### src/core/cs_pkg.sv
// shared constants, widths and state codes for the chip-select and termination logic
package cs_pkg;

    // ****************************************************************
    // address map
    // ****************************************************************
    localparam logic [31:0] VEC_SP_ADDR      = 32'h0000_0000;
    localparam logic [31:0] VEC_PC_ADDR      = 32'h0000_0004;
    localparam logic [15:0] FLASH_RELOC_BASE = 16'hFFE0;

    // ****************************************************************
    // sizes and values after reset
    // ****************************************************************
    localparam int          NUM_CS          = 4;
    localparam int          WAIT_W          = 4;
    localparam int          SDRAM_WIDTH     = 16;
    localparam logic [3:0]  BOOT_WAITS_RST  = 4'hF;
    localparam logic [15:0] BOOT_MASK_RST   = 16'h001F;
    localparam logic [1:0]  SYNC_RST        = 2'h0;
    localparam logic [1:0]  ACK_N_SYNC_RST  = 2'h3;

    typedef enum logic [1:0] {
        ST_LAUNCH_VEC = 2'b00,
        ST_IDLE       = 2'b01,
        ST_CYCLE      = 2'b10
    } state_e;

endpackage

### src/core/wait_state_counter.sv
// wait-state counter that raises the internal acknowledge after a programmed count
module wait_state_counter #(
    parameter int WAIT_W = cs_pkg::WAIT_W
) (
    input  wire logic              mclk,
    input  wire logic              rst_n,
    input  wire logic              start,
    input  wire logic              stop,
    input  wire logic [WAIT_W-1:0] waits,
    output logic                   hit
);

    logic              run_q;
    logic [WAIT_W-1:0] cnt_q;

    // start comes with the edge that pulls the chip select low
    always_ff @(posedge mclk or negedge rst_n) begin
        if (!rst_n) begin
            run_q <= 1'b0;
        end else if (start) begin
            run_q <= 1'b1;
        end else if (stop) begin
            run_q <= 1'b0;
        end
    end

    // saturates so a stuck cycle cannot wrap back onto the count
    always_ff @(posedge mclk or negedge rst_n) begin
        if (!rst_n) begin
            cnt_q <= '0;
        end else if (start) begin
            cnt_q <= '0;
        end else if (run_q && cnt_q != '1) begin
            cnt_q <= cnt_q + WAIT_W'(1);
        end
    end

    assign hit = run_q && (cnt_q == waits);

endmodule

### src/core/chip_select_wait_state_ack.sv
// chip selects, boot decoding, vector fetch and bus-cycle termination
module chip_select_wait_state_ack #(
    parameter int NCS    = cs_pkg::NUM_CS,
    parameter int WAIT_W = cs_pkg::WAIT_W
) (
    input  wire logic                  mclk,
    input  wire logic                  nrst,
    input  wire logic                  req,
    input  wire logic [31:0]           req_addr,
    input  wire logic                  req_write,
    input  wire logic [31:0]           req_wr_data,
    input  wire logic                  boot_mask_wr,
    input  wire logic [15:0]           boot_base_in,
    input  wire logic [15:0]           boot_mask_in,
    input  wire logic                  boot_auto_in,
    input  wire logic [WAIT_W-1:0]     boot_waits_in,
    input  wire logic                  boot_wp_in,
    input  wire logic [NCS-1:1][15:0]  cs_base,
    input  wire logic [NCS-1:1][15:0]  cs_mask,
    input  wire logic [NCS-1:1]        cs_enable,
    input  wire logic [NCS-1:1]        auto_ack_mode,
    input  wire logic [NCS-1:1][WAIT_W-1:0] cs_waits,
    input  wire logic [NCS-1:1]        cs_write_protect,
    input  wire logic                  sdram_enable,
    input  wire logic [15:0]           sdram_base,
    input  wire logic [15:0]           sdram_mask,
    input  wire logic [WAIT_W-1:0]     sdram_waits,
    input  wire logic                  ext_ack_n,
    input  wire logic [31:0]           bus_rd_data,
    output logic [NCS-1:0]             region_select_n,
    output logic                       sdram_cs_n,
    output logic                       bus_oe_n,
    output logic                       bus_rw_n,
    output logic [31:0]                bus_addr,
    output logic [31:0]                bus_wr_data,
    output logic                       port16,
    output logic                       xfer_done_ack,
    output logic                       xfer_err,
    output logic [31:0]                rd_data,
    output logic [31:0]                init_sp,
    output logic [31:0]                init_pc,
    output logic                       vectors_ready
);

    // ****************************************************************
    // reset release and pin synchronisers
    // ****************************************************************
    logic [1:0] rst_sync_q;
    logic       rst_n;
    logic [1:0] ack_sync_q;
    logic       ext_ack_s;

    always_ff @(posedge mclk or negedge nrst) begin
        if (!nrst) begin
            rst_sync_q <= cs_pkg::SYNC_RST;
        end else begin
            rst_sync_q <= {rst_sync_q[0], 1'b1};
        end
    end
    assign rst_n = rst_sync_q[1];

    always_ff @(posedge mclk or negedge rst_n) begin
        if (!rst_n) begin
            ack_sync_q <= cs_pkg::ACK_N_SYNC_RST;
        end else begin
            ack_sync_q <= {ack_sync_q[0], ext_ack_n};
        end
    end
    assign ext_ack_s = !ack_sync_q[1];

    function automatic logic range_hit(input logic [31:0] a, input logic [15:0] base,
                                       input logic [15:0] mask);
        range_hit = ((a[31:16] ^ base) & ~mask) == 16'h0000;
    endfunction

    // ****************************************************************
    // boot select configuration
    // ****************************************************************
    logic              boot_global_select_q;
    logic [15:0]       boot_base_q;
    logic [15:0]       boot_select_mask_reg_q;
    logic              boot_auto_q;
    logic [WAIT_W-1:0] boot_waits_q;
    logic              boot_wp_q;

    always_ff @(posedge mclk or negedge rst_n) begin
        if (!rst_n) begin
            boot_global_select_q   <= 1'b1;
            boot_base_q            <= cs_pkg::FLASH_RELOC_BASE;
            boot_select_mask_reg_q <= cs_pkg::BOOT_MASK_RST;
            boot_auto_q            <= 1'b1;
            boot_waits_q           <= cs_pkg::BOOT_WAITS_RST;
            boot_wp_q              <= 1'b0;
        end else if (boot_mask_wr) begin
            boot_global_select_q   <= 1'b0;
            boot_base_q            <= boot_base_in;
            boot_select_mask_reg_q <= boot_mask_in;
            boot_auto_q            <= boot_auto_in;
            boot_waits_q           <= boot_waits_in;
            boot_wp_q              <= boot_wp_in;
        end
    end

    // ****************************************************************
    // launch and decode
    // ****************************************************************
    cs_pkg::state_e    state_q;
    logic              vec_idx_q;
    logic              launch;
    logic [31:0]       l_addr;
    logic              l_write;
    logic [NCS:0]      sel_d;
    logic              sel_auto;
    logic [WAIT_W-1:0] sel_waits;
    logic              sel_wp;
    localparam int     SDRAM_W = cs_pkg::SDRAM_WIDTH;

    assign launch  = (state_q == cs_pkg::ST_LAUNCH_VEC) || (state_q == cs_pkg::ST_IDLE && req);
    assign l_addr  = (state_q == cs_pkg::ST_LAUNCH_VEC) ?
                     (vec_idx_q ? cs_pkg::VEC_PC_ADDR : cs_pkg::VEC_SP_ADDR) : req_addr;
    assign l_write = (state_q == cs_pkg::ST_LAUNCH_VEC) ? 1'b0 : req_write;

    // lowest select wins an overlap; sdram is bit NCS
    always_comb begin
        sel_d     = '0;
        sel_auto  = 1'b0;
        sel_waits = '0;
        sel_wp    = 1'b0;
        if (boot_global_select_q ||
            range_hit(l_addr, boot_base_q, boot_select_mask_reg_q)) begin
            sel_d[0]  = 1'b1;
            sel_auto  = boot_auto_q;
            sel_waits = boot_waits_q;
            sel_wp    = boot_wp_q;
        end else begin
            for (int i = NCS - 1; i >= 1; i--) begin
                if (cs_enable[i] && range_hit(l_addr, cs_base[i], cs_mask[i])) begin
                    sel_d     = '0;
                    sel_d[i]  = 1'b1;
                    sel_auto  = auto_ack_mode[i];
                    sel_waits = cs_waits[i];
                    sel_wp    = cs_write_protect[i];
                end
            end
            if (sel_d == '0 && sdram_enable && range_hit(l_addr, sdram_base, sdram_mask)) begin
                sel_d[NCS] = 1'b1;
                sel_auto   = 1'b1;
                sel_waits  = sdram_waits;
            end
        end
    end

    logic refuse;
    assign refuse = (sel_d == '0) || (sel_wp && l_write);

    // ****************************************************************
    // cycle state
    // ****************************************************************
    logic              cur_auto_q;
    logic [WAIT_W-1:0] cur_waits_q;
    logic              wc_hit;
    logic              ack_now;
    logic              done;

    assign ack_now = cur_auto_q ? wc_hit : ext_ack_s;
    assign done    = (state_q == cs_pkg::ST_CYCLE) && ack_now;
    assign xfer_done_ack = done && vectors_ready;

    always_ff @(posedge mclk or negedge rst_n) begin
        if (!rst_n) begin
            state_q <= cs_pkg::ST_LAUNCH_VEC;
        end else begin
            unique case (state_q)
                cs_pkg::ST_LAUNCH_VEC: begin
                    state_q <= refuse ? cs_pkg::ST_IDLE : cs_pkg::ST_CYCLE;
                end
                cs_pkg::ST_IDLE: begin
                    if (launch && !refuse) begin
                        state_q <= cs_pkg::ST_CYCLE;
                    end
                end
                cs_pkg::ST_CYCLE: begin
                    if (ack_now) begin
                        state_q <= (!vectors_ready && !vec_idx_q) ?
                                   cs_pkg::ST_LAUNCH_VEC : cs_pkg::ST_IDLE;
                    end
                end
                default: begin
                    state_q <= cs_pkg::ST_IDLE;
                end
            endcase
        end
    end

    always_ff @(posedge mclk or negedge rst_n) begin
        if (!rst_n) begin
            vec_idx_q     <= 1'b0;
            vectors_ready <= 1'b0;
            init_sp       <= '0;
            init_pc       <= '0;
        end else if (state_q == cs_pkg::ST_LAUNCH_VEC && refuse) begin
            vectors_ready <= 1'b1;
        end else if (done && !vectors_ready) begin
            vec_idx_q <= 1'b1;
            if (vec_idx_q) begin
                init_pc       <= bus_rd_data;
                vectors_ready <= 1'b1;
            end else begin
                init_sp <= bus_rd_data;
            end
        end
    end

    // data is sampled on the acknowledge: the wait count for auto cycles, else the synchronised pin two cycles after it moved
    always_ff @(posedge mclk or negedge rst_n) begin
        if (!rst_n) begin
            rd_data <= '0;
        end else if (xfer_done_ack && bus_rw_n) begin
            rd_data <= bus_rd_data;
        end
    end

    always_ff @(posedge mclk or negedge rst_n) begin
        if (!rst_n) begin
            region_select_n <= '1;
            sdram_cs_n      <= 1'b1;
            bus_oe_n        <= 1'b1;
            bus_rw_n        <= 1'b1;
            bus_addr        <= '0;
            bus_wr_data     <= '0;
            port16          <= 1'b0;
            cur_auto_q      <= 1'b0;
            cur_waits_q     <= '0;
        end else if (launch && !refuse && state_q != cs_pkg::ST_CYCLE) begin
            region_select_n <= ~sel_d[NCS-1:0];
            sdram_cs_n      <= ~sel_d[NCS];
            bus_oe_n        <= l_write;
            bus_rw_n        <= ~l_write;
            bus_addr        <= l_addr;
            bus_wr_data     <= req_wr_data;
            port16          <= sel_d[NCS] && (SDRAM_W == 16);
            cur_auto_q      <= sel_auto;
            cur_waits_q     <= sel_waits;
        end else if (done) begin
            region_select_n <= '1;
            sdram_cs_n      <= 1'b1;
            bus_oe_n        <= 1'b1;
            bus_rw_n        <= 1'b1;
            port16          <= 1'b0;
        end
    end

    always_ff @(posedge mclk or negedge rst_n) begin
        if (!rst_n) begin
            xfer_err <= 1'b0;
        end else begin
            xfer_err <= launch && refuse && state_q == cs_pkg::ST_IDLE;
        end
    end

    wait_state_counter #(.WAIT_W(WAIT_W)) u_wait (
        .mclk  (mclk),
        .rst_n (rst_n),
        .start (launch && !refuse && state_q != cs_pkg::ST_CYCLE),
        .stop  (done),
        .waits (cur_waits_q),
        .hit   (wc_hit)
    );

    // ****************************************************************
    // checks
    // ****************************************************************
    logic [WAIT_W:0] cyc_cnt_q;
    always_ff @(posedge mclk or negedge rst_n) begin
        if (!rst_n) begin
            cyc_cnt_q <= '0;
        end else if (state_q != cs_pkg::ST_CYCLE) begin
            cyc_cnt_q <= '0;
        end else begin
            cyc_cnt_q <= cyc_cnt_q + (WAIT_W+1)'(1);
        end
    end
endmodule

### config.mk
export PLATFORM = sky130hd
export DESIGN_NAME = chip_select_wait_state_ack
export DESIGN_NICKNAME = d
export VERILOG_FILES = /design/src/core/cs_pkg.sv /design/src/core/wait_state_counter.sv /design/src/core/chip_select_wait_state_ack.sv
export SDC_FILE = /design/constraint.sdc
export NUM_CORES = 1
export LEC_CHECK = 0
export ABC_CLOCK_PERIOD_IN_PS = 12100
export BUFFER_PORTS_ARGS = -buffer_cell sky130_fd_sc_hd__buf_2
export CAP_MARGIN = 20
export CORE_AREA = 2 2 181 183
export DETAILED_ROUTE_END_ITERATION = 10
export DIE_AREA = 0 0 183 185
export GPL_ROUTABILITY_DRIVEN = 0
export GPL_TIMING_DRIVEN = 1
export HOLD_SLACK_MARGIN = 0.06
export PLACE_DENSITY_LB_ADDON = 0.08
export SLEW_MARGIN = 5
export SYNTH_ARGS = -nofsm -noshare
export SYNTH_HDL_FRONTEND = slang
export SYNTH_SLANG_ARGS = --single-unit
### constraint.sdc
create_clock -name mclk -period 12.1 [get_ports mclk]
set_clock_uncertainty 0.1 [all_clocks]
set_input_delay 0.605 -clock mclk [delete_from_list [all_inputs] [get_ports mclk]]
set_output_delay 0.605 -clock mclk [all_outputs]
set_load 0.02 [all_outputs]
### After elaboration in Yosys (flattened, before gate mapping)

Index checks and enable logic that the tools add are counted.

* output and inout port bits: 171
* flip-flop bits (word level): 226
* memories: 0
* memory bits (read-only): 0
* bits of input ports: 294
* latch bits: 0
* RAM bits: 0
* logic and storage cells: 141

* order comparisons: 0
* mux-type cells: 44
* shift-type cells: 0
* bitwise logic cells: 20
* eq/ne operators: 7
* divide/modulo/power cells: 0
* reductions and logical operators: 43
* multipliers: 0
* add/subtract/negate cells: 1

Operators with widths (number)
* bitwise AND 16 bit: 5
* zero test 16 bit: 5
* NOT 16 bit: 5
* XOR 16 bit: 5
* 2-to-1 mux 4 bit: 11
* 2-to-1 mux 32 bit: 1
* 2-to-1 mux 1 bit: 24
* logical AND 1 bit: 19
* 2-to-1 mux 5 bit: 3
* zero test 5 bit: 2
* nonzero test 2 bit: 4
* 2-to-1 mux 2 bit: 3
* inequality test 2 bit (second input constant): 3
* one-hot mux 2 bit (3 select lines): 1
* AND reduction 2 bit: 3
* AND reduction 3 bit: 2
* adder 4 x 1 -> 4 bit (second input constant): 1
* == test 4 bit: 1
* zero test 1 bit: 4
* inequality test 4 bit (second input constant): 1
* NOT 1 bit: 4
* NOT 4 bit: 1
* logical OR 1 bit: 3
* 2-to-1 mux 3 bit: 1
* 3 further kinds: 3

### Depth between registers and ports, before layout

Gate-level depths: netlist (run 1).

* depth in word-level cells: 21
* mapped depth: 15
* depth with buffers taken out: 9

### By module

A second synthesis (run 1) with hierarchy kept.

* cell total of the unflattened synthesis: 797
* area, all modules: 10473.8 um^2

Modules (own cells, without submodules)
* chip_select_wait_state_ack: cells each 765, area each 10161.0 um^2, seq. area each 5569.1 um^2, times used 1
* wait_state_counter: cells each 32, area each 312.8 um^2, seq. area each 125.1 um^2, times used 1

### Least setup slack after synthesis (run 1)

OpenSTA, ideal clock, no wires.

* path kind: flip-flop to flip-flop
* from: reg state_q[1]
* to: reg bus_wr_data[11]
* required time: 11875 ps
* arrival time: 3228 ps
* path slack: 8647 ps
* cell stages (with the launch flop): 15
* library setup time: 125 ps
* period minus slack after synthesis: 3453 ps
* buffers on the path: 5
* path through: dfrtp_1 > buf_6 > buf_6 > o21ai_4 > xor2_1 > o22ai_1 > or4_1 > nor4_2 > buf_4 > mux2i_1 > o2bb2ai_4 > nor2_2 > buf_6 > buf_6 > mux2_4

* cells in the longest elaborated chain, start to end: 20
* elaborated cells between the ends (all ways): 46
* classes of those cells: eq/ne (2); mux (13); bitwise (10); reduce/logical (21)

Ends and longest elaborated chain
* start: declaration: RTL line chip_select_wait_state_ack.sv:107 `cs_pkg::state_e state_q;`
* start signal: assignment: RTL line chip_select_wait_state_ack.sv:171 `state_q <= cs_pkg::ST_LAUNCH_VEC;`
* start signal: assignment: RTL line chip_select_wait_state_ack.sv:175 `state_q <= refuse ? cs_pkg::ST_IDLE : cs_pkg::ST_CYCLE;`
* start signal: assignment: RTL line chip_select_wait_state_ack.sv:179 `state_q <= cs_pkg::ST_CYCLE;`
* zero test 2 bit: RTL line chip_select_wait_state_ack.sv:118, chip_select_wait_state_ack.sv:119, chip_select_wait_state_ack.sv:121
* 2-to-1 mux 32 bit: RTL line chip_select_wait_state_ack.sv:119 `assign l_addr = (state_q == cs_pkg::ST_LAUNCH_VEC) ?`
* XOR 16 bit: RTL line chip_select_wait_state_ack.sv:73 `range_hit = ((a[31:16] ^ base) & ~mask) == 16'h0000;`
* bitwise AND 16 bit: RTL line chip_select_wait_state_ack.sv:73
* zero test 16 bit: RTL line chip_select_wait_state_ack.sv:73
* logical AND 1 bit: RTL line chip_select_wait_state_ack.sv:137 `if (cs_enable[i] && range_hit(l_addr, cs_base[i], cs_mask[i])) begin`
* 2-to-1 mux 4 bit: RTL line chip_select_wait_state_ack.sv:137
* 2-to-1 mux 5 bit (2 in series): RTL line chip_select_wait_state_ack.sv:137
* [2 not listed]
* logical AND 1 bit (2 in series): RTL line chip_select_wait_state_ack.sv:145 `if (sel_d == '0 && sdram_enable && range_hit(l_addr, sdram_base, sdram_mask)) begin`
* 2-to-1 mux 1 bit: RTL line chip_select_wait_state_ack.sv:145
* 2-to-1 mux 4 bit: RTL line chip_select_wait_state_ack.sv:129 `if (boot_global_select_q ||`
* zero test 5 bit: RTL line chip_select_wait_state_ack.sv:154 `assign refuse = (sel_d == '0) || (sel_wp && l_write);`
* logical OR 1 bit: RTL line chip_select_wait_state_ack.sv:154
* zero test 1 bit: RTL line chip_select_wait_state_ack.sv:234 `end else if (launch && !refuse && state_q != cs_pkg::ST_CYCLE) begin`
* logical AND 1 bit: RTL line chip_select_wait_state_ack.sv:234
* logical AND 1 bit *: RTL line chip_select_wait_state_ack.sv:234
* end signal: assignment: RTL line chip_select_wait_state_ack.sv:240 `bus_wr_data <= req_wr_data;`
* end: declaration: RTL line chip_select_wait_state_ack.sv:35 `output logic [31:0] bus_wr_data,`

Every way passes the cells marked *; elsewhere a longest branch is shown, timed or not. The select of a mux whose other input is x is not followed.
A chain may end at the register's enable or synchronous reset.

### Worst setup path after layout (run 1)

* from: reg state_q[0]
* to: reg bus_wr_data[7]

Same word-level chain as after synthesis.

==> results of run 1 <==
==> area by class of cell <==
cell class	count	share of cell area [%]
Inverter	9	0.241
Timing Repair Buffer	479	17.5
Clock inverter	12	0.775
Multi-Input combinational cell	521	31.4
Antenna cell	5	0.0891
Tap cell	408	3.64
Sequential cell	226	40.6
Clock buffer	39	5.78
==> cell families after synthesis <==
family	count (synthesis)
fa+ha+maj	1
compound gates	152
flops	226
mux	183
simple gates	103
buf+inv	52
xor+xnor	81
other cells	1
==> routing by layer <==
layer / up-vias / track usage [%]
met5: - / 0
met4: 6 / 4.67
met3: 47 / 5.90
met2: 320 / 30.3
met1: 4045 / 28.2
li1: 3811 / -
==> critical path: cells and delay by family, from the launching register on <==
family | cells | cell delay (ns)
XOR/XNOR | 1 | 0.21
multiplexers | 2 | 0.73
AND/OR/NAND/NOR | 3 | 1.12
buffers and inverters | 3 | 1.13
flip-flops | 1 | 0.36
AO/OA/AOI/OAI | 3 | 0.93
==> what timing repair did <==
| item | 4_1_cts | 5_1_grt |
|---|---|---|
| setup buffers | 0 | 0 |
| hold buffers | 2 | 0 |
| resized for setup | 0 | 0 |
| endpoints found under the setup margin | 0 | 0 |
| hold endpoints to repair | 3 | 0 |
==> metrics by stage <==
stage / cells / power (W) / hold slack [ns] / instance area (um2) / utilization [%]
floorplan: 799 / 0.00136 / 0.209 / 10300 / -
global placement: 1640 / 0.00161 / 0.236 / 13100 / 40.8
detailed placement: 1641 / 0.00162 / 0.239 / 13100 / 40.8
CTS: 1694 / 0.00246 / 0.166 / 14000 / 43.8
global route: 1698 / 0.00255 / 0.174 / 14000 / 43.8
finish: 1699 / 0.00242 / 0.195 / 14000 / 43.8
==> sequential cells by signal (all words and copies together), names as in the netlist, 2 cells and up <==
register,flops
init_sp,32
u_wait.cnt_q,4
init_pc,32
bus_wr_data,32
ack_sync_q,2
boot_base_q,16
region_select_n,4
boot_waits_q,4
boot_select_mask_reg_q,16
rd_data,32
rst_sync_q,2
cur_waits_q,4
state_q,2
bus_addr,32
==> how the worst min path moves through the flow <==
stage                           to  cells after the start
floorplan            rst_sync_q[0]                      0
global placement     rst_sync_q[1]                      0
detailed placement   rst_sync_q[1]                      0
CTS                 boot_base_q[7]                      2
global route           boot_auto_q                      2
finish              boot_base_q[1]                      2
==> power groups by stage <==
| stage | clock network [W] | logic (W) | registers (W) |
|---|---|---|---|
| 2_1_floorplan | 0 | 0.000220 | 0.00114 |
| 3_3_place_gp | 0 | 0.000611 | 0.00100 |
| 3_5_place_dp | 0 | 0.000617 | 0.00101 |
| 4_1_cts | 0.000846 | 0.000620 | 0.000993 |
| 5_1_grt | 0.000878 | 0.000662 | 0.00101 |
| 6_report | 0.000817 | 0.000614 | 0.000991 |
==> layout by cell type (no fill, tap or decap), types with 5 or more instances in the layout <==
| cell type | netlist | routed |
|---|---|---|
| buf_2 | 6 | 464 |
| dfrtp_1 | 195 | 194 |
| mux2_2 | 151 | 151 |
| o21ai_0 | 70 | 70 |
| xor2_1 | 54 | 54 |
| dfstp_2 | 31 | 31 |
| clkbuf_16 | 0 | 28 |
| xnor2_1 | 27 | 27 |
| o22ai_1 | 26 | 26 |
| nand2_1 | 25 | 25 |
| nor2_1 | 24 | 24 |
| mux2_4 | 24 | 24 |
| nor2b_1 | 13 | 13 |
| buf_4 | 3 | 12 |
| o21ai_2 | 9 | 10 |
| inv_1 | 9 | 9 |
| a21oi_1 | 9 | 9 |
| nand3_1 | 8 | 8 |
| mux2i_1 | 8 | 8 |
| clkinv_2 | 0 | 7 |
| clkbuf_8 | 0 | 7 |
| diode_2 | 0 | 5 |
| o22a_1 | 5 | 5 |
| o21a_1 | 5 | 5 |
==> results.yml, run 1 <==
detailed_routing:
  wl_met3_um: 2810
  drt-initial-drc-count: 277
  vias_per_cell: 4.84
  ant_nets: 0
  drcViolationCount: 0
  via_count: 8229
  wl_um: 35000
  firstDrtPassIters: 7
  top_layer_used: "met5"
  met2_length_um: 15500
  routedWlPerCell_um: 20.6
  wl_met1_um: 16000
clocking:
  cts_buffers: 28
  cts_max_level: 1
  cts-root-buf: "clkbuf_16"
  tritoncts: "built"
  clk_latency_ns: 0.54
  clk_pin_slew_ns: 0.06
  clock_path_buffers: 3
  cts.sinks: 226
logic_synthesis:
  synth-seq-cells: 226
  synthSimpleGateAreaFrac_pct: 5.16
  syn_area_per_cell_um2: 12.9
  synth_adder_area_share_pct: 0.121
  yosysSeqAreaShare_pct: 55.0
  synthMuxAreaShare_pct: 20.7
  postSynthCellCount: 799
  synth-compound-area-share_pct: 9.49
  synthArstFlopShare_pct: 100
  synth-edff-count: 0
  yosys.area.top_type_share_pct: 47.2
  netlist_area_um2: 10300
  yosys-top-cells-area: "dfrtp_1 47%, mux2_2 16%, dfstp_2 7.9%, xor2_1 4.6%, mux2_4 3.5%"
  synth_xor_area_share_pct: 6.86
  ys_top_cells_by_count: "195 x dfrtp_1, 151 x mux2_2, 70 x o21ai_0"
  syn_nets: 1094
  synthFlopType: "dfrtp_1"
  yosysMostFrequentCell: "dfrtp_1"
  synth_top_family_by_area: "multiplexers"
  ys_types: 56
  yosys.area.top_type: "dfrtp_1"
  yosysWarnings: 0
power:
  clkPwrFrac_pct: 33.7
  intPower_w: 0.00166
  power.switching_w: 0.000765
  powerDensity_nw_per_um2: 173
  switching_share_pct: 31.6
  leakage_nw: 6.97
  peakVddDrop_mv: 0.105
  p_seq_share_pct: 40.9
  comb_power_share_pct: 25.3
floorplan:
  die_area_um2: 33900
  chipWidth_um: 183
  core_um2: 32000
  die_h_um: 185
  start_util_pct: 32.3
  rows: 66
  io_pins: 465
setup_path:
  endpoint_kind: "flip-flop"
  crit-reg2reg-launch: "state_q[0]"
  arrival_ns: 5.06
  cp-startpoint: "state_q[0]"
  worst-path-max-fanout: 44
  endpoint: "bus_wr_data[7]"
  path_cells: "buf_4 -> o21ai_2 -> xor2_1 -> o22ai_1 -> or4_1 -> nor4_2 -> buf_4 -> mux2i_1 -> o2bb2ai_4 -> nor2_4 -> buf_4 -> mux2_2"
  rr_endpoint: "bus_wr_data[7]"
  crit_type: "flip-flop to flip-flop"
  slowest_stage: "buf_4"
  reg2reg_slack_ns: 7.34
  crit_required_ns: 12.40
  start_kind: "flip-flop"
  cpPeakStageDelay_ns: 0.59
  reg2reg_depth: 12
  worst_path_most_repeated_cell: "buf_4"
global_route:
  grt_max_degree: 68
  antenna_found_initial: 8
  grt_pass1_vias: 8318
  grt-ovfl-total: 0
  grt_pass1_wl_um: 51500
  grt_usage_pct: 20.0
run:
  max_cap_viol_count: 0
hold_path:
  hp-class: "input port to flip-flop"
  worstHoldStart: "boot_base_in[1]"
timing:
  worst_pin_slew_ns: 0.942
  tns_ns: 0
  fin_ws_ns: 7.34
  grt_setup_unrepaired: "false"
  hold_viol_final: 0
  max_freq_mhz: 210
  relSlewSlack_pct: 37.2
  setup_viol: 0
  slew_viol_final: 0
  min_period_ns: 4.76
  finalCritPeriodShare_pct: 39.3
layout:
  area_growth_pct: 35.7
  fillers: 3126
  multiInputGateArea_um2: 4400
  drive_above_1_share_pct: 58.5
  regArea_um2: 5700
  layout.nets: 1560
status:
  outcome: "complete, no violations"
place:
  port_buffers: 464
  dp_slack_ns: 7.35
  dp_hpwl_um: 26900
No activity file was read; power rests on OpenSTA's default activity.
==> run 2, diff against run 1 <==
ABC_AREA = 1   (was default)
ABC_CLOCK_PERIOD_IN_PS = 4010   (was 12100)
CORE_AREA = 2 2 182 184   (was 2 2 181 183)
DIE_AREA = 0 0 184 186   (was 0 0 183 185)
clock period = 4.01 ns   (was 12.1 ns; I/O delays follow)
==> results.yml, run 2 <==
status:
  outcome: "complete, no violations"
setup_path:
  slowest_stage: "dfrtp_1"
  start_kind: "flip-flop"
  reg2reg_slack_ns: 0.42
  arrival_ns: 3.95
  cpPeakStageDelay_ns: 0.38
  worst-path-max-fanout: 97
  endpoint_kind: "flip-flop"
  crit_type: "flip-flop to flip-flop"
  path_cells: "buf_4 -> inv_1 -> nand2_8 -> nand2_1 -> nand2_1 -> nand3b_1 -> nand2_1 -> nor2_1 -> nand2_1 -> nor2_1 -> nand2_1 -> inv_2 -> nor2_2 -> nand2_2 -> nand3_4 -> buf_12 -> nand2_1 -> nand2_1 -> nand2_1"
  worst_path_most_repeated_cell: "nand2_1"
  crit_required_ns: 4.36
power:
  powerDensity_nw_per_um2: 480
  power_w: 0.00777
  peakVddDrop_mv: 0.280
  leakage_nw: 8.81
logic_synthesis:
  yosys.area.top_type_share_pct: 43.8
  synthFlopType: "dfrtp_1"
  synth-seq-cells: 226
  postSynthCellCount: 1427
  yosysSeqAreaShare_pct: 51.1
  yosysMostFrequentCell: "nand2_1"
  syn_nets: 1722
  yosys.area.top_type: "dfrtp_1"
  ys_top_cells_by_count: "477 x nand2_1, 195 x dfrtp_1, 189 x o21ai_0"
  ys_types: 44
  synth-edff-count: 0
  synthArstFlopShare_pct: 100
  yosysWarnings: 0
  netlist_area_um2: 11100
  yosys-top-cells-area: "dfrtp_1 44%, nand2_1 16%, o21ai_0 8.5%, dfstp_2 7.3%, inv_1 6.3%"
  syn_area_per_cell_um2: 7.81
timing:
  hold_viol_final: 0
  fin_ws_ns: 0.415
  min_period_ns: 3.59
  worst_pin_slew_ns: 0.855
  tns_ns: 0
  slew_viol_final: 0
  max_freq_mhz: 278
  setup_viol: 0
  finalCritPeriodShare_pct: 89.6
  grt_setup_unrepaired: "false"
  relSlewSlack_pct: 43.0
floorplan:
  core_um2: 32200
  chipWidth_um: 184
  io_pins: 465
  die_area_um2: 34200
  rows: 66
  start_util_pct: 34.6
  die_h_um: 186
detailed_routing:
  drcViolationCount: 0
  firstDrtPassIters: 5
  routedWlPerCell_um: 17.1
  vias_per_cell: 4.66
  via_count: 11500
  drt-initial-drc-count: 624
  ant_nets: 0
  wl_um: 41900
clocking:
  cts.sinks: 226
  cts_buffers: 27
  cts-root-buf: "clkbuf_16"
  cts_max_level: 1
  tritoncts: "built"
  post_cts.repair.setup_buffers: 0
  clock_path_buffers: 3
  clk_pin_slew_ns: 0.06
  clk_latency_ns: 0.53
global_route:
  grt_pass1_wl_um: 61700
  grt_max_degree: 98
  grt-ovfl-total: 0
  antenna_found_initial: 14
  grt_usage_pct: 23.6
  grt_pass1_vias: 10800
layout:
  drive_above_1_share_pct: 29.4
  layout.nets: 2316
  design_area_um2: 16200
  multiInputGateArea_um2: 4470
  regArea_um2: 5700
  mostFrequentLayoutCells: "473 x nand2_1, 464 x buf_2, 194 x dfrtp_1"
  fillers: 3235
  area_growth_pct: 45.3
  final_common_cell: "nand2_1"
  final_util_pct: 50.3
place:
  place_area_um2: 13900
  port_buffers: 464
  dp_hpwl_um: 32100
  dp_slack_ns: 0.240
run:
  max_cap_viol_count: 0
hold_path:
  hp-class: "input port to flip-flop"
==> run 2: stage by stage <==
step	instances	hold slack, ns
3_3_place_gp	2263	-0.111
3_5_place_dp	2263	-0.112
5_1_grt	2457	0.0685
6_report	2458	0.0602
2_1_floorplan	1427	-0.195
4_1_cts	2447	0.0625
==> run 2: kinds of logic (layout without fill, tap and decap cells) <==
group,after synthesis,count (layout),share of synthesized area (%)
AOI/OAI and AO/OA,235,235,11.0
and+or+nand+nor,718,718,28.4
adders and majority gates,1,1,0.112
other,1,12,0.0337
xor gates and xnor gates,3,3,0.236
buffers and inverters,241,853,8.89
muxes,2,2,0.202
DFF,226,226,51.1
==> run 2: final cells by class <==
cell class | count | area share, %
Inverter | 189 | 4.38
Timing Repair Buffer | 617 | 23.9
Antenna cell | 11 | 0.170
Clock inverter | 10 | 0.819
Tap cell | 408 | 3.15
Clock buffer | 37 | 4.78
Sequential cell | 226 | 35.2
Multi-Input combinational cell | 960 | 27.6
==> run 2: final timing paths <==
kind / start / to / cells after the start
hold / removal: req_addr[31] / bus_addr[31] / 3
max in group asynchronous: rst_sync_q[1] / sdram_cs_n / 1
setup reg to reg: state_q[0] / sdram_cs_n / 19
setup / recovery: state_q[0] / sdram_cs_n / 19
hold reg to reg: ack_sync_q[0] / ack_sync_q[1] / 0
min in group asynchronous: rst_sync_q[1] / boot_select_mask_reg_q[14] / 0
==> run 2: critical path, delay by kind of cell (launching register included) <==
family	cells	cell delay [ns]
DFF	1	0.38
and+or+nand+nor	15	2.15
buffers and inverters	4	0.84
==> run 2: layer usage <==
metal  up-vias  share of wire (%)  global-route usage [%]
li1       5695                  -                       -
met1      5219                 44                    32.2
met2       454                 44                    36.7
met3        86                8.1                    5.65
met4         6                3.3                    8.00
met5         -              0.091                       0
==> run 2: timing repair <==
| item | 4_1_cts | 5_1_grt |
|---|---|---|
| hold buffers | 137 | 0 |
| endpoints found under the hold margin | 200 | 0 |
| endpoints found under the setup margin | 0 | 6 |
| gates resized for setup | 0 | 2 |
==> run 2: where the power goes <==
group	internal, W	switching [W]
sequential	0.00275	0.000256
clock	0.00153	0.000950
combinational	0.000837	0.00144
==> run 3, diff against run 2 <==
ABC_AREA = default   (was 1)
CORE_AREA = 2 2 181 183   (was 2 2 182 184)
DIE_AREA = 0 0 183 185   (was 0 0 184 186)
==> results.yml, run 3 (same netlist as run 1, synthesis figures left out) <==
status:
  outcome: "complete, no violations"
layout:
  fillers: 2955
  drive_above_1_share_pct: 53.8
  multiInputGateArea_um2: 4420
  layout.nets: 1714
  final_common_cell: "buf_2"
  design_area_um2: 15500
  area_growth_pct: 50.2
  regArea_um2: 5700
  mostFrequentLayoutCells: "464 x buf_2, 194 x dfrtp_1, 151 x mux2_2"
setup_path:
  reg2reg_depth: 12
  crit_type: "flip-flop to flip-flop"
  crit-reg2reg-launch: "state_q[0]"
  start_kind: "flip-flop"
  endpoint_kind: "flip-flop"
  crit_required_ns: 4.33
  reg2reg_slack_ns: 0.17
  rr_endpoint: "cur_auto_q"
  worst-path-max-fanout: 10
  arrival_ns: 4.16
power:
  intPower_w: 0.00512
  powerDensity_nw_per_um2: 479
  clkPwrFrac_pct: 33.2
  peakVddDrop_mv: 0.363
  comb_power_share_pct: 26.9
  switching_share_pct: 31.3
  leakage_nw: 7.62
  power.switching_w: 0.00233
  p_seq_share_pct: 40.0
timing:
  worst_pin_slew_ns: 0.983
  grt_setup_unrepaired: "false"
  hold_viol_final: 0
  relSlewSlack_pct: 34.5
  tns_ns: 0
  setup_viol: 0
  fin_ws_ns: 0.168
  min_period_ns: 3.84
  slew_viol_final: 0
  finalCritPeriodShare_pct: 95.8
  max_freq_mhz: 260
detailed_routing:
  drt-initial-drc-count: 430
  wl_met1_um: 17300
  wl_met3_um: 2740
  via_count: 8802
  vias_per_cell: 4.76
  met2_length_um: 16300
  wl_um: 37000
  drcViolationCount: 0
  top_layer_used: "met5"
  routedWlPerCell_um: 20.0
  ant_nets: 0
  firstDrtPassIters: 5
floorplan:
  die_area_um2: 33900
  io_pins: 465
  chipWidth_um: 183
  start_util_pct: 32.3
  core_um2: 32000
  die_h_um: 185
  rows: 66
clocking:
  clock_path_buffers: 3
  clk_latency_ns: 0.53
  cts-root-buf: "clkbuf_16"
  clk_pin_slew_ns: 0.06
  cts_max_level: 1
  cts_buffers: 27
  tritoncts: "built"
  cts.sinks: 226
global_route:
  grt_pass1_wl_um: 54800
  antenna_found_initial: 1
  grt-ovfl-total: 0
  grt_pass1_vias: 9105
  grt_max_degree: 110
  grt_usage_pct: 21.2
place:
  dp_slack_ns: 0.156
  dp_hpwl_um: 27500
  place_area_um2: 13300
  port_buffers: 464
run:
  max_cap_viol_count: 0
hold_path:
  whs_path_depth: 4
  min_to: "cur_waits_q[2]"
  hp-class: "input port to flip-flop"
  worstHoldStart: "cs_waits[2]"
==> run 3: changes by cell type in the layout (fill, tap and decap cells not counted), sizes merged, moves of 21 or more <==
cell    before  now
o21ai      212   87
buf        480  501
nand3b      41    3
nor2        87   25
mux2         2  175
nand2      484   25
inv        190   11
xnor2        2   27
xor2         1   54
nand3       72    8
o22ai        2   26
==> run 3: worst max-delay path by stage <==
stage | start | end | slack, ns | depth (start not counted)
after floorplan | rst_sync_q[1] | boot_base_q[0] | 0.22 | 0
after global placement | state_q[0] | bus_wr_data[1] | 0.33 | 12
after detailed placement | state_q[0] | bus_wr_data[3] | 0.16 | 12
after CTS | state_q[0] | bus_wr_data[7] | 0.14 | 12
after global routing | state_q[0] | cur_auto_q | 0.003 | 13
final | state_q[0] | cur_auto_q | 0.17 | 12
==> run 3: metal layers <==
metal	vias to the layer above	global-route usage (%)
met5	-	0
met4	2	4.35
met3	47	5.41
met2	340	32.8
met1	4310	30.1
li1	4103	-
==> run 3: cell type report <==
class / instances / area share (%)
timing repair buffer: 634 / 25.6
sequential: 226 / 36.7
antenna: 1 / 0.0161
tap: 408 / 3.28
inverter: 9 / 0.217
multi-input combinational: 521 / 28.4
clock inverter: 14 / 1.03
clock buffer: 36 / 4.76
==> run 3: through the flow <==
step | utilization (%) | hold slack (ns) | total power (W) | instances
floorplan | - | -0.195 | 0.00411 | 799
global placement | 41.5 | -0.111 | 0.00490 | 1664
detailed placement | 41.5 | -0.111 | 0.00491 | 1664
CTS | 48.4 | 0.0677 | 0.00754 | 1847
global route | 48.5 | 0.0826 | 0.00784 | 1848
finish | 48.5 | 0.0819 | 0.00745 | 1849
==> run 3: timing repair <==
item / CTS / global route
hold buffers: 133 / 0
endpoints found under the hold margin: 196 / 0
gates resized for setup: 0 / 3
buffers inserted: 0 / 1
setup endpoints to repair: 0 / 38
==> run 3: power groups by stage <==
stage | combinational (W) | sequential, W | clock [W]
global route | 0.00216 | 0.00303 | 0.00265
CTS | 0.00201 | 0.00297 | 0.00255
detailed placement | 0.00190 | 0.00301 | 0
global placement | 0.00189 | 0.00301 | 0
floorplan | 0.000663 | 0.00344 | 0
finish | 0.00200 | 0.00298 | 0.00247
==> run 3: worst max-delay path, cell delays in order (launching register included) <==
cell           delay [ns]
dfrtp_1              0.45
buf_4                0.23
o21ai_4              0.28
xnor2_1              0.10
a222oi_1             0.47
nand4_1              0.24
or3_1                0.53
nor4b_1              0.20
buf_4                0.18
nor2_1               0.09
a21oi_1              0.06
dlygate4sd3_1        0.54
mux2_2               0.26
